### src/core/sram_host_pkg.sv
package sram_host_pkg;
    // bus geometry
    localparam int ADDR_W = 13;
    localparam int DATA_W = 8;
    // clock rate
    localparam int CLK_PERIOD_PS = 5000;
    // timing figures in ns, fastest grade
    localparam int WRITE_CYCLE_MIN_NS = 100;
    localparam int WRITE_PULSE_MIN_NS = 60;
    localparam int SELECT_TO_WRITE_FINISH_NS = 80;
    localparam int DATA_SETUP_BEFORE_FINISH_NS = 40;
    localparam int ADDRESS_HOLD_AFTER_STROBE_FINISH_NS = 5;
    localparam int READ_CYCLE_MIN_NS = 100;
    localparam int ADDRESS_ACCESS_DELAY_NS = 100;
    localparam int FLOAT_MAX_NS = 35;
    // least times round up to whole cycles
    function automatic int ns_to_cyc(input int ns);
        int c;
        c = (ns * 1000 + CLK_PERIOD_PS - 1) / CLK_PERIOD_PS;
        return (c < 1) ? 1 : c;
    endfunction
    localparam int SETUP_CYC = 1;
    localparam int PULSE_CYC = ns_to_cyc(SELECT_TO_WRITE_FINISH_NS);
    localparam int HOLD_CYC = ns_to_cyc(ADDRESS_HOLD_AFTER_STROBE_FINISH_NS);
    // two synchroniser flops plus one cycle of margin, so capture never lands on the access limit itself
    localparam int ACCESS_CYC = ns_to_cyc(ADDRESS_ACCESS_DELAY_NS) + 3;
    localparam int FLOAT_CYC = ns_to_cyc(FLOAT_MAX_NS);
    localparam int RECOVERY_CYC = ns_to_cyc(READ_CYCLE_MIN_NS);
    localparam int CNT_W = 8;
    // memory pin group
    typedef struct packed {
        logic [ADDR_W-1:0] addr;
        logic primary_select_n;
        logic secondary_select;
        logic output_gate_n;
        logic write_strobe_n;
    } pins_t;
    typedef enum logic [1:0] {
        OP_READ,
        OP_WRITE
    } op_t;
endpackage

### src/core/sram_host.sv
// Behaviour
// - write only while primary low, secondary high and strobe low together
// - write interval spans last qualifying edge to first removing edge
// - host keeps write interval at least the grade minimum
// - both selects active long enough before write finishes
// - address stable before write start and long before finish
// - address held after write finishes
// - write data valid well before finish, may drop at finish
// - consecutive write starts spaced by write cycle minimum
// - host never drives data lines while memory drives them
// - deselect before supply lowers for retention
// - wait one read cycle after supply returns
// - in retention, secondary select held at a firm level
`timescale 1ns/1ps
`default_nettype none
module sram_host #(
    parameter int SETUP_CYCLES = sram_host_pkg::SETUP_CYC,
    parameter int PULSE_CYCLES = sram_host_pkg::PULSE_CYC,
    parameter int HOLD_CYCLES = sram_host_pkg::HOLD_CYC,
    parameter int ACCESS_CYCLES = sram_host_pkg::ACCESS_CYC,
    parameter int FLOAT_CYCLES = sram_host_pkg::FLOAT_CYC,
    parameter int RECOVERY_CYCLES = sram_host_pkg::RECOVERY_CYC
) (
    input wire logic ref_clk_in, // system clock
    input wire logic reset_n_in, // async reset, active low
    input wire logic req_valid_in, // request strobe
    input wire logic req_write_in, // 1 write, 0 read
    input wire logic [sram_host_pkg::ADDR_W-1:0] req_addr_in, // word address
    input wire logic [sram_host_pkg::DATA_W-1:0] req_wdata_in, // write data
    input wire logic retain_in, // hold memory in retention
    output logic req_ready_out, // idle, request accepted
    output logic rsp_valid_out, // one-cycle done pulse
    output logic [sram_host_pkg::DATA_W-1:0] rsp_rdata_out, // read data
    output logic retained_out, // retention entered
    output logic [sram_host_pkg::ADDR_W-1:0] mem_addr_out, // memory address
    output logic primary_select_n_out, // primary select, low active
    output logic secondary_select_out, // secondary select, high active
    output logic output_gate_n_out, // output gate, low active
    output logic write_strobe_n_out, // write strobe, low active
    output logic [sram_host_pkg::DATA_W-1:0] mem_dq_out, // data driven
    output logic mem_dq_oe_out, // data drive enable
    input wire logic [sram_host_pkg::DATA_W-1:0] mem_dq_in // data from pins
);
    typedef enum logic [2:0] {
        ST_IDLE, ST_SETUP, ST_PULSE, ST_HOLD, ST_READ, ST_FLOAT, ST_RETAIN, ST_RECOVER
    } state_t;
    ////////////////////////////////////////////////////////////////
    logic rst_meta_reg, rst_sync_reg;
    logic [sram_host_pkg::DATA_W-1:0] dq_meta_reg, dq_sync_reg;
    logic retain_meta_reg, retain_sync_reg;
    state_t state_reg;
    logic [sram_host_pkg::CNT_W-1:0] cnt_reg;
    // reset release through two flops
    always_ff @(posedge ref_clk_in or negedge reset_n_in) begin
        if (!reset_n_in) begin
            rst_meta_reg <= 1'b0;
            rst_sync_reg <= 1'b0;
        end else begin
            rst_meta_reg <= 1'b1;
            rst_sync_reg <= rst_meta_reg;
        end
    end
    // pin data and retention request are synchronised before use
    always_ff @(posedge ref_clk_in or negedge rst_sync_reg) begin
        if (!rst_sync_reg) begin
            dq_meta_reg <= '0;
            dq_sync_reg <= '0;
            retain_meta_reg <= 1'b0;
            retain_sync_reg <= 1'b0;
        end else begin
            dq_meta_reg <= mem_dq_in;
            dq_sync_reg <= dq_meta_reg;
            retain_meta_reg <= retain_in;
            retain_sync_reg <= retain_meta_reg;
        end
    end
    function automatic logic [sram_host_pkg::CNT_W-1:0] cyc(input int n);
        return sram_host_pkg::CNT_W'(n - 1);
    endfunction
    ////////////////////////////////////////////////////////////////
    // sequencer: selects first, strobe last, so a write always runs on the strobe
    always_ff @(posedge ref_clk_in or negedge rst_sync_reg) begin
        if (!rst_sync_reg) begin
            state_reg <= ST_IDLE;
            cnt_reg <= '0;
        end else begin
            unique case (state_reg)
                ST_IDLE: begin
                    if (retain_sync_reg) begin
                        state_reg <= ST_RETAIN;
                    end else if (req_valid_in) begin
                        cnt_reg <= req_write_in ? cyc(SETUP_CYCLES) : cyc(ACCESS_CYCLES);
                        state_reg <= req_write_in ? ST_SETUP : ST_READ;
                    end
                end
                ST_SETUP: begin
                    if (cnt_reg == '0) begin
                        cnt_reg <= cyc(PULSE_CYCLES);
                        state_reg <= ST_PULSE;
                    end else begin
                        cnt_reg <= cnt_reg - 1'b1;
                    end
                end
                ST_PULSE: begin
                    if (cnt_reg == '0) begin
                        cnt_reg <= cyc(HOLD_CYCLES);
                        state_reg <= ST_HOLD;
                    end else begin
                        cnt_reg <= cnt_reg - 1'b1;
                    end
                end
                ST_HOLD: begin
                    // the float wait pads a write, so a held request cannot start the next one too soon
                    if (cnt_reg == '0) begin
                        cnt_reg <= cyc(FLOAT_CYCLES);
                        state_reg <= ST_FLOAT;
                    end else begin
                        cnt_reg <= cnt_reg - 1'b1;
                    end
                end
                ST_READ: begin
                    if (cnt_reg == '0) begin
                        cnt_reg <= cyc(FLOAT_CYCLES);
                        state_reg <= ST_FLOAT;
                    end else begin
                        cnt_reg <= cnt_reg - 1'b1;
                    end
                end
                ST_FLOAT: begin
                    // memory floats before the next cycle may drive
                    if (cnt_reg == '0) begin
                        state_reg <= ST_IDLE;
                    end else begin
                        cnt_reg <= cnt_reg - 1'b1;
                    end
                end
                ST_RETAIN: begin
                    if (!retain_sync_reg) begin
                        cnt_reg <= cyc(RECOVERY_CYCLES);
                        state_reg <= ST_RECOVER;
                    end
                end
                ST_RECOVER: begin
                    if (cnt_reg == '0) begin
                        state_reg <= ST_IDLE;
                    end else begin
                        cnt_reg <= cnt_reg - 1'b1;
                    end
                end
            endcase
        end
    end
    ////////////////////////////////////////////////////////////////
    // pin drive; every pin a flop so no glitch reaches the memory
    always_ff @(posedge ref_clk_in or negedge rst_sync_reg) begin
        if (!rst_sync_reg) begin
            mem_addr_out <= '0;
            primary_select_n_out <= 1'b1;
            secondary_select_out <= 1'b0;
            output_gate_n_out <= 1'b1;
            write_strobe_n_out <= 1'b1;
            mem_dq_out <= '0;
            mem_dq_oe_out <= 1'b0;
        end else begin
            if (state_reg == ST_IDLE && req_valid_in && !retain_sync_reg) begin
                mem_addr_out <= req_addr_in;
                mem_dq_out <= req_wdata_in;
            end
            // secondary select low and firm while retaining or idle
            secondary_select_out <= (state_reg == ST_IDLE && req_valid_in && !retain_sync_reg)
                || state_reg == ST_SETUP || state_reg == ST_PULSE || state_reg == ST_HOLD
                || state_reg == ST_READ;
            primary_select_n_out <= !((state_reg == ST_IDLE && req_valid_in && !retain_sync_reg)
                || state_reg == ST_SETUP || state_reg == ST_PULSE || state_reg == ST_HOLD
                || state_reg == ST_READ);
            // strobe low only inside the select window
            write_strobe_n_out <= !((state_reg == ST_SETUP && cnt_reg == '0)
                || (state_reg == ST_PULSE && cnt_reg != '0));
            // gate held high in writes, so the memory never drives against us
            output_gate_n_out <= !((state_reg == ST_IDLE && req_valid_in && !req_write_in
                && !retain_sync_reg) || (state_reg == ST_READ && cnt_reg != '0));
            mem_dq_oe_out <= (state_reg == ST_IDLE && req_valid_in && req_write_in && !retain_sync_reg)
                || state_reg == ST_SETUP || state_reg == ST_PULSE;
        end
    end
    ////////////////////////////////////////////////////////////////
    // user-side status and read capture
    always_ff @(posedge ref_clk_in or negedge rst_sync_reg) begin
        if (!rst_sync_reg) begin
            req_ready_out <= 1'b0;
            rsp_valid_out <= 1'b0;
            rsp_rdata_out <= '0;
            retained_out <= 1'b0;
        end else begin
            req_ready_out <= state_reg == ST_IDLE && !req_valid_in && !retain_sync_reg;
            rsp_valid_out <= (state_reg == ST_HOLD || state_reg == ST_READ) && cnt_reg == '0;
            if (state_reg == ST_READ && cnt_reg == '0) begin
                rsp_rdata_out <= dq_sync_reg;
            end
            retained_out <= state_reg == ST_RETAIN;
        end
    end
endmodule // sram_host
`default_nettype wire

### config.mk
export PLATFORM = sky130hd
export DESIGN_NAME = sram_host
export DESIGN_NICKNAME = d
export VERILOG_FILES = /design/src/core/sram_host_pkg.sv /design/src/core/sram_host.sv
export SDC_FILE = /design/constraint.sdc
export NUM_CORES = 1
export LEC_CHECK = 0
export BUFFER_PORTS_ARGS = -buffer_cell sky130_fd_sc_hd__buf_4
export CAP_MARGIN = 20
export CORE_AREA = 2 2 77 79
export CTS_BUF_LIST = sky130_fd_sc_hd__clkbuf_16
export CTS_CLUSTER_SIZE = 8
export DETAILED_ROUTE_END_ITERATION = 8
export DIE_AREA = 0 0 79 81
export PLACE_DENSITY = 0.77
export SLEW_MARGIN = 10
export SYNTH_ARGS = -nofsm -noshare
export SYNTH_HDL_FRONTEND = slang
export SYNTH_SLANG_ARGS = --single-unit
### constraint.sdc
create_clock -name ref_clk_in -period 2.7 [get_ports ref_clk_in]
set_clock_uncertainty 0.1 [all_clocks]
set_input_delay 0.27 -clock ref_clk_in [delete_from_list [all_inputs] [get_ports ref_clk_in]]
set_output_delay 0.27 -clock ref_clk_in [all_outputs]
set_load 0.02 [all_outputs]
==> results of run 1 <==
## routing by layer
metal  up-vias  share of wire [%]  routed length [µm]  global-route usage, %
li1        951                  -                   -                      -
met1      1028                 39                2390                   25.9
met2        82                 51                3130                   36.2
met3        10                7.7                 467                   7.44
met4         0                1.4                  87                   8.10
met5         -                  0                   0                      0
## cell usage in the layout, fill, tap and decap left out, types with 2 or more instances in the layout
cell type,netlist,routed
sky130_fd_sc_hd__a21oi_1,6,6
sky130_fd_sc_hd__a31oi_1,2,2
sky130_fd_sc_hd__a32o_1,2,2
sky130_fd_sc_hd__buf_4,0,79
sky130_fd_sc_hd__bufinv_16,0,2
sky130_fd_sc_hd__clkbuf_16,0,9
sky130_fd_sc_hd__clkinv_4,0,3
sky130_fd_sc_hd__dfrtp_1,65,64
sky130_fd_sc_hd__dfstp_2,3,3
sky130_fd_sc_hd__dlygate4sd3_1,0,10
sky130_fd_sc_hd__ha_1,2,2
sky130_fd_sc_hd__inv_1,10,10
sky130_fd_sc_hd__mux2_2,29,29
sky130_fd_sc_hd__nand2_1,6,6
sky130_fd_sc_hd__nand2b_1,6,6
sky130_fd_sc_hd__nand3_1,4,4
sky130_fd_sc_hd__nand4_1,2,2
sky130_fd_sc_hd__nor2_1,12,12
sky130_fd_sc_hd__nor3_1,3,3
sky130_fd_sc_hd__nor3b_1,3,3
sky130_fd_sc_hd__nor4_1,2,2
sky130_fd_sc_hd__o21a_1,3,3
sky130_fd_sc_hd__o21ai_0,4,4
sky130_fd_sc_hd__o21bai_1,2,2
sky130_fd_sc_hd__o221a_2,2,2
sky130_fd_sc_hd__o221ai_1,3,3
sky130_fd_sc_hd__o22ai_1,4,4
sky130_fd_sc_hd__o32ai_1,2,2
sky130_fd_sc_hd__or2_2,3,3
sky130_fd_sc_hd__or4_1,2,2
sky130_fd_sc_hd__xnor2_1,2,2
## where the power goes
group	internal [W]	switching (W)	total (W)
Combinational	0.000560	0.000589	0.00115
Clock	0.000812	0.000443	0.00126
Sequential	0.00126	0.000215	0.00147
Total	0.00263	0.00125	0.00388
## worst max path at each step
stage            endpoint  cells past startpoint  slack (ns)
2_1_floorplan  cnt_reg[0]                      0        0.57
3_3_place_gp   cnt_reg[0]                      6        0.58
3_5_place_dp   cnt_reg[0]                      6        0.49
4_1_cts        cnt_reg[0]                      6        0.47
5_1_grt        cnt_reg[0]                      6        0.22
6_report       cnt_reg[0]                      6        0.40
## synth_stat cells (all sizes together) (4+ instances only)
master	count	share of area, %
nand3	4	0.72
nand2b	6	1.4
nand2	6	0.81
o21ai	4	0.72
a21oi	6	1.1
o22ai	4	0.90
buf	4	0.72
nor2	13	2.0
clkbuf	6	0.81
mux2	29	12
dfrtp	65	59
inv	10	1.4
## stage by stage
step	cells	power (W)
6_report	385	0.00388
5_1_grt	385	0.00409
4_1_cts	385	0.00389
3_5_place_dp	359	0.00261
3_3_place_gp	359	0.00258
2_1_floorplan	215	0.00216
## area by class of cell
cell class                      count  share of cell area, %
Sequential cell                    68                   44.4
Timing Repair Buffer               89                   18.0
Tap cell                           75                   2.44
Clock inverter                      7                   2.57
Multi-Input combinational cell    127                   25.7
Inverter                           10                  0.977
Clock buffer                        9                   5.86
## worst register-to-register path, stage by stage (launching register included)
cell	delay [ns]
sky130_fd_sc_hd__dfrtp_1	0.44
sky130_fd_sc_hd__inv_1	0.13
sky130_fd_sc_hd__ha_1	0.21
sky130_fd_sc_hd__or3b_2	0.51
sky130_fd_sc_hd__o21ai_0	0.45
sky130_fd_sc_hd__o221a_2	0.27
sky130_fd_sc_hd__o2bb2ai_1	0.07
## kinds of logic (layout without fill, tap and decap cells)
logic type	Yosys count	in the layout	synth area share, %
DFF	68	68	61.5
and+or+nand+nor	51	51	11.0
AOI/OAI and AO/OA	41	41	10.9
muxes	29	29	11.8
buffers and inverters	20	115	2.89
xor gates and xnor gates	3	3	0.948
adders and majority gates	2	2	0.902
other	1	1	0.135
==> results.txt, run 1 <==
The maximum cell stage delay along the critical path came out at 0.51 ns. The number of enable-type register cells in the synthesized netlist came out at 0. The sequential-to-total area share from yosys stat came out at 61.5%. The mean post-synth cell area is 12.9 µm². Once the floorplan was initialized, standard cells occupied 48.9% of the core. For this run, the top clock speed supported by timing is 436 MHz. The final core utilization is 67.7%. Setup repair after global routing left no endpoint under its margin. The required time reported for the critical path endpoint is 2.81 ns. The class of the worst hold path is in -> reg. The ratio of cells with drive above 1 in the final layout came out at 43.9%. For this block, the via count after detailed routing is 2071. Summing all multi-input logic gate instances after layout gives 987 µm². The area of placed instances is 0.00342 mm². The first global-routing pass estimated 10400 µm of wire. The total overflow left after global routing is 0. The startpoint identified for the worst register-to-register timing path is cnt_reg[0]. The worst slew margin relative to its limit came out at 62.0%. The count of nets after finishing is 341. The setup TNS after final layout came out at 0 ns. The synthesized netlist cell count came out at 215. The signal on the critical path passes through inv_1 > ha_1 > or3b_2 > o21ai_0 > o221a_2 > o2bb2ai_1.

The quantity of I/O buffers inserted on ports is 70. The hold-fix buffer count after cts came out at 10. The area of all placed cells without fillers is 0.00384 mm².

The area of the core region came out at 0.00568 mm². The post-CTS setup repair buffer count is 0. The clock-pin slew of the registers on the worst-case setup and hold paths is 0.06 ns.

The slowest stage of the critical path belongs to the cell sky130_fd_sc_hd__or3b_2. The total of warnings raised by yosys came out at 0. After layout, the worst setup slack is 0.405 ns. In this run the static leakage power is 1.84 nW. The count of boundary I/O pins is 71. The placement-stage worst setup slack came out at 0.489 ns.

The final number of setup-violating endpoints is 0. The number of design rule violations left after detail routing came out at 0. Measured along the x axis, the die boundary spans 79 µm. The count of nets left with antenna violations after detail routing is 0. The minimum period implied by the final worst setup slack is 2.30 ns.

The floorplan row count is 28. The final wirelength is 6080 µm. More flip-flops sit in one register than any other, and that register is mem_addr_out. The floorplan step set the die height to 81 µm. The clock passes through at most 2 buffers. The worst setup path is launched from a flop. The pre-antenna-repair detailed-routing pass consisted of 4 iterations.

The CTS sink count came out at 68. The post-synth net total is 251. Registers take 0.00171 mm².

The max-cap check violation count came out at 0. The repair_antennas step left the layout with diodes totalling 0. The number of buffers created by CTS is 9. The data arrival time at the worst-slack endpoint came out at 2.41 ns. The later pin in the worst-skew pair is clocked with a latency of 0.33 ns.

The number of flip-flops in the largest register is 13. STA classifies the critical path endpoint as a flop. The top fanout value on the critical path is 6. The total global-route track usage is 21.6%. The number of gates resized after CTS was 0. The flow ran to the end, and the final reports show no timing, DRC or antenna violations. The die covers 0.00640 mm².

The total power per unit cell area is 1010 mW/mm². The maximum number of pins on one net before global-route repair came out at 29. The startpoint identified for the worst hold timing path is req_valid_in. The worst-case vdd ir drop came out at 0.640 mV. TritonCTS built the clock tree. The worst-case reg-to-reg path depth came out at 6. The layout overhead on the synthesized area came out at 38.6%. The mean number of vias per cell is 5.38.

The final count of hold timing violations came out at 0. The cell depth of the worst min-delay path came out at 2. The post-detailed-placement half-perimeter wirelength came out at 4210 µm. The congestion estimate from routability-driven global placement came to 0.897. The worst path buffer plus inverter count is 1.

The via count of the first global-routing pass is 2199. The reg-to-reg endpoint is cnt_reg[0]. The detailed router finished its first iteration with 233 violations. The number of distinct standard cells referenced by the synthesized netlist came out at 49.

The max-slew violation count was 0. Broken down by cell family, the worst path's largest delay share belongs to compound AO/OA/AOI/OAI gates. The H-tree generated during clock tree synthesis spans 3 levels. The share of the clock period used by the worst path after layout is 85.0%.

The number of synthesized register bits is 68. After detailed routing, the average wire length per cell comes to 15.8 µm. The initial antenna violation count came out at 0. The clock root buffer master is sky130_fd_sc_hd__clkbuf_16. The terminating pin of the worst hold path is req_ready_out. The worst hold slack came out at 0.0196 ns. The slew at the pin closest to its max-slew limit is 0.570 ns. The number of fill cells is 427. Counting flops with an async set or reset pin after synthesis yields a share of 100%. By startpoint and endpoint, the worst setup path is classified as reg -> reg. The summed instance area of the synthesized netlist is 0.00277 mm². In the synthesized netlist the dominant register cell turns out to be sky130_fd_sc_hd__dfrtp_1.

The register-to-register path setup slack came out at 0.40 ns. The worst setup path startpoint is cnt_reg[0].
Power figures use the tool's default switching activity.
==> run 2: changes to the inputs <==
- GPL_TIMING_DRIVEN: default -> 0
==> results.txt, run 2 (same netlist as run 1, synthesis figures left out) <==
The worst setup path startpoint is cnt_reg[0]. The CTS sink count came out at 68. The die is 81 µm tall.

The floorplan step defined a die boundary enclosing 0.00640 mm². For the worst setup path, the data required time is 2.78 ns. Timing would allow up to 417 MHz. The via count of the first global-routing pass was 2200. After the flow finishes, the layout carries non-filler instances totaling 386. The library cells used most frequently in the layout, excluding fill and tap cells, are sky130_fd_sc_hd__buf_4, sky130_fd_sc_hd__dfrtp_1, sky130_fd_sc_hd__mux2_2. At the end of the flow the core is filled with cells to 66.8%. The number of design rule violations left after detail routing is 0.

The worst-case vdd ir drop came out at 0.579 mV. The antenna diode instance count is 0. The DRC violation total after the first TritonRoute iteration is 165. The clock latency reported for the late side of the worst-skew pair is 0.33 ns. The global placement routability congestion is 0.955.

The tree is rooted in a sky130_fd_sc_hd__clkbuf_16. The reported net switching power is 0.00123 W. The max-slew violation count is 0.

The maximum number of pins on one net before global-route repair is 67. The cell-internal power is 0.00251 W. 71 I/O pins were placed. The setup TNS after final layout came out at 0 ns. The detailed-route via count is 2088. The reported leakage power is 1.80 nW. Max-cap violations in this run came to 0. The worst hold path begins at req_valid_in. The worst slew margin relative to its limit came out at 46.2%. The initial antenna violation count is 0. At the end of the flow, the number of nets in the layout was 342. The proportion of power drawn by flip-flops and latches is 38.5%. After detailed routing, the total wire length is 6010 µm.

The register with the highest flop count is mem_addr_out. The maximum level of the CTS H-tree came out at 3. The number of buffers created by CTS is 9. The quantity of I/O buffers inserted on ports came out at 70. The net switching share of the total power came out at 32.9%. At the pin with the least slew margin, the transition time is 0.807 ns.

In the routed layout, each cell is associated on average with a via count of 5.41. The count of nets left with antenna violations after detail routing came out at 0. The global-route wire length before repair came out at 10100 µm. The placed instance count came out at 360. The starting density of the core came out at 48.9%. Setup repair after global routing left no endpoint under its margin.

The share of the clock period used by the worst path after layout is 88.8%. The clock passes through at most 2 buffers. The final count of hold timing violations came to 0. The number of iterations in the first detailed-routing pass is 4. The worst register-to-register path begins at cnt_reg[0]. The post-detailed-placement half-perimeter wirelength is 4070 µm. The combinational group share of total power came out at 31.2%. Summed over all layers, the global routing overflow is 0. In the final layout, the share of cells above drive strength 1 is 42.1%. The nature of the critical path startpoint is a flop. The data arrival time at the worst-slack endpoint is 2.47 ns. The category of the worst setup path capture point is a flop.

The number of flip-flops in the largest register is 13. On the final layout, the worst hold slack is 0.0152 ns. The floorplan row count is 28. The total global-route track usage came out at 20.7%. The horizontal die dimension is 79 µm.

Dividing the detail-routed wire length by the instance count gives 15.6 µm. The total power per unit cell area came out at 988 mW/mm². The setup path with the least slack is of type reg -> reg. The clock-pin slew of the registers on the worst-case setup and hold paths is 0.05 ns. The library cell used most frequently in the layout, excluding fill and tap cells, is sky130_fd_sc_hd__buf_4.

The flow ran to the end, and the final reports show no timing, DRC or antenna violations. The layout overhead on the synthesized area is 36.8%. TritonCTS built the clock tree. The minimum period implied by the final worst setup slack came out at 2.40 ns. The area of the core region is 0.00568 mm². The top fanout value on the critical path came out at 9.

The class of the worst hold path is in -> reg. The relative contribution of the clock network to total power is 30.3%. Setup violations remaining at the end of the flow were counted as 0.
[run 2: cell types whose count changed in the layout (fill, tap and decap cells not counted), sizes merged]
cell and change:
clkbuf +6, buf -5, clkinvlp +2, bufinv -1, clkinv -1
[run 2: stage by stage]
stage | setup WS [ns] | instance area, µm² | power [W]
CTS | 0.0521 | 3790 | 0.00376
floorplan | 0.571 | 2770 | 0.00216
global placement | -0.0982 | 3390 | 0.00256
global route | 0.144 | 3790 | 0.00395
finish | 0.303 | 3790 | 0.00375
detailed placement | 0.0741 | 3400 | 0.00260
[run 2: power by group through the flow]
stage               clock (W)  combinational [W]  sequential [W]
floorplan                   0           0.000554         0.00160
global placement            0            0.00112         0.00144
detailed placement          0            0.00114         0.00145
CTS                   0.00115            0.00116         0.00144
global route          0.00121            0.00126         0.00148
finish                0.00113            0.00117         0.00144
[run 2: per-layer routing]
metal	share of wire [%]	global-route usage, %	vias up
li1	-	-	961
met4	2.4	9.31	0
met1	42	25.2	1020
met3	7.1	7.56	16
met5	0	0	-
met2	48	33.1	91
[run 2: cell type report]
class	instances	area (µm²)
inverter	10	37.5
buffer	10	42.5
tap	75	93.8
clock buffer	9	225
clock inverter	7	66.3
timing repair buffer	80	626
fill	437	1880
multi-input combinational	127	992
sequential	68	1710
[run 2: worst paths after layout]
kind | endpoint | slack [ns] | depth (start not counted)
max in group asynchronous | mem_addr_out[6] | 1.64 | 0
worst max-delay path | cnt_reg[1] | 0.30 | 6
worst min-delay path | req_ready_out | 0.02 | 2
worst max register to register | cnt_reg[1] | 0.30 | 6
min in group asynchronous | rst_sync_reg | 0.17 | 2
worst min register to register | rst_sync_reg | 0.24 | 0
[run 2: worst max-delay path, cell delays in order, from the launching register on]
cell and delay [ns]:
sky130_fd_sc_hd__dfrtp_1 0.44, sky130_fd_sc_hd__inv_1 0.13, sky130_fd_sc_hd__ha_1 0.23, sky130_fd_sc_hd__nor3b_2 0.40
sky130_fd_sc_hd__nand2_1 0.30, sky130_fd_sc_hd__o311ai_0 0.46, sky130_fd_sc_hd__o221ai_1 0.20
[run 2: what timing repair did]
item / 4_1_cts / 5_1_grt
buffers inserted: 0 / 0
endpoints found under the hold margin: 11 / 0
hold buffers: 10 / 0
gates resized for setup: 0 / 1
endpoints found under the setup margin: 0 / 1
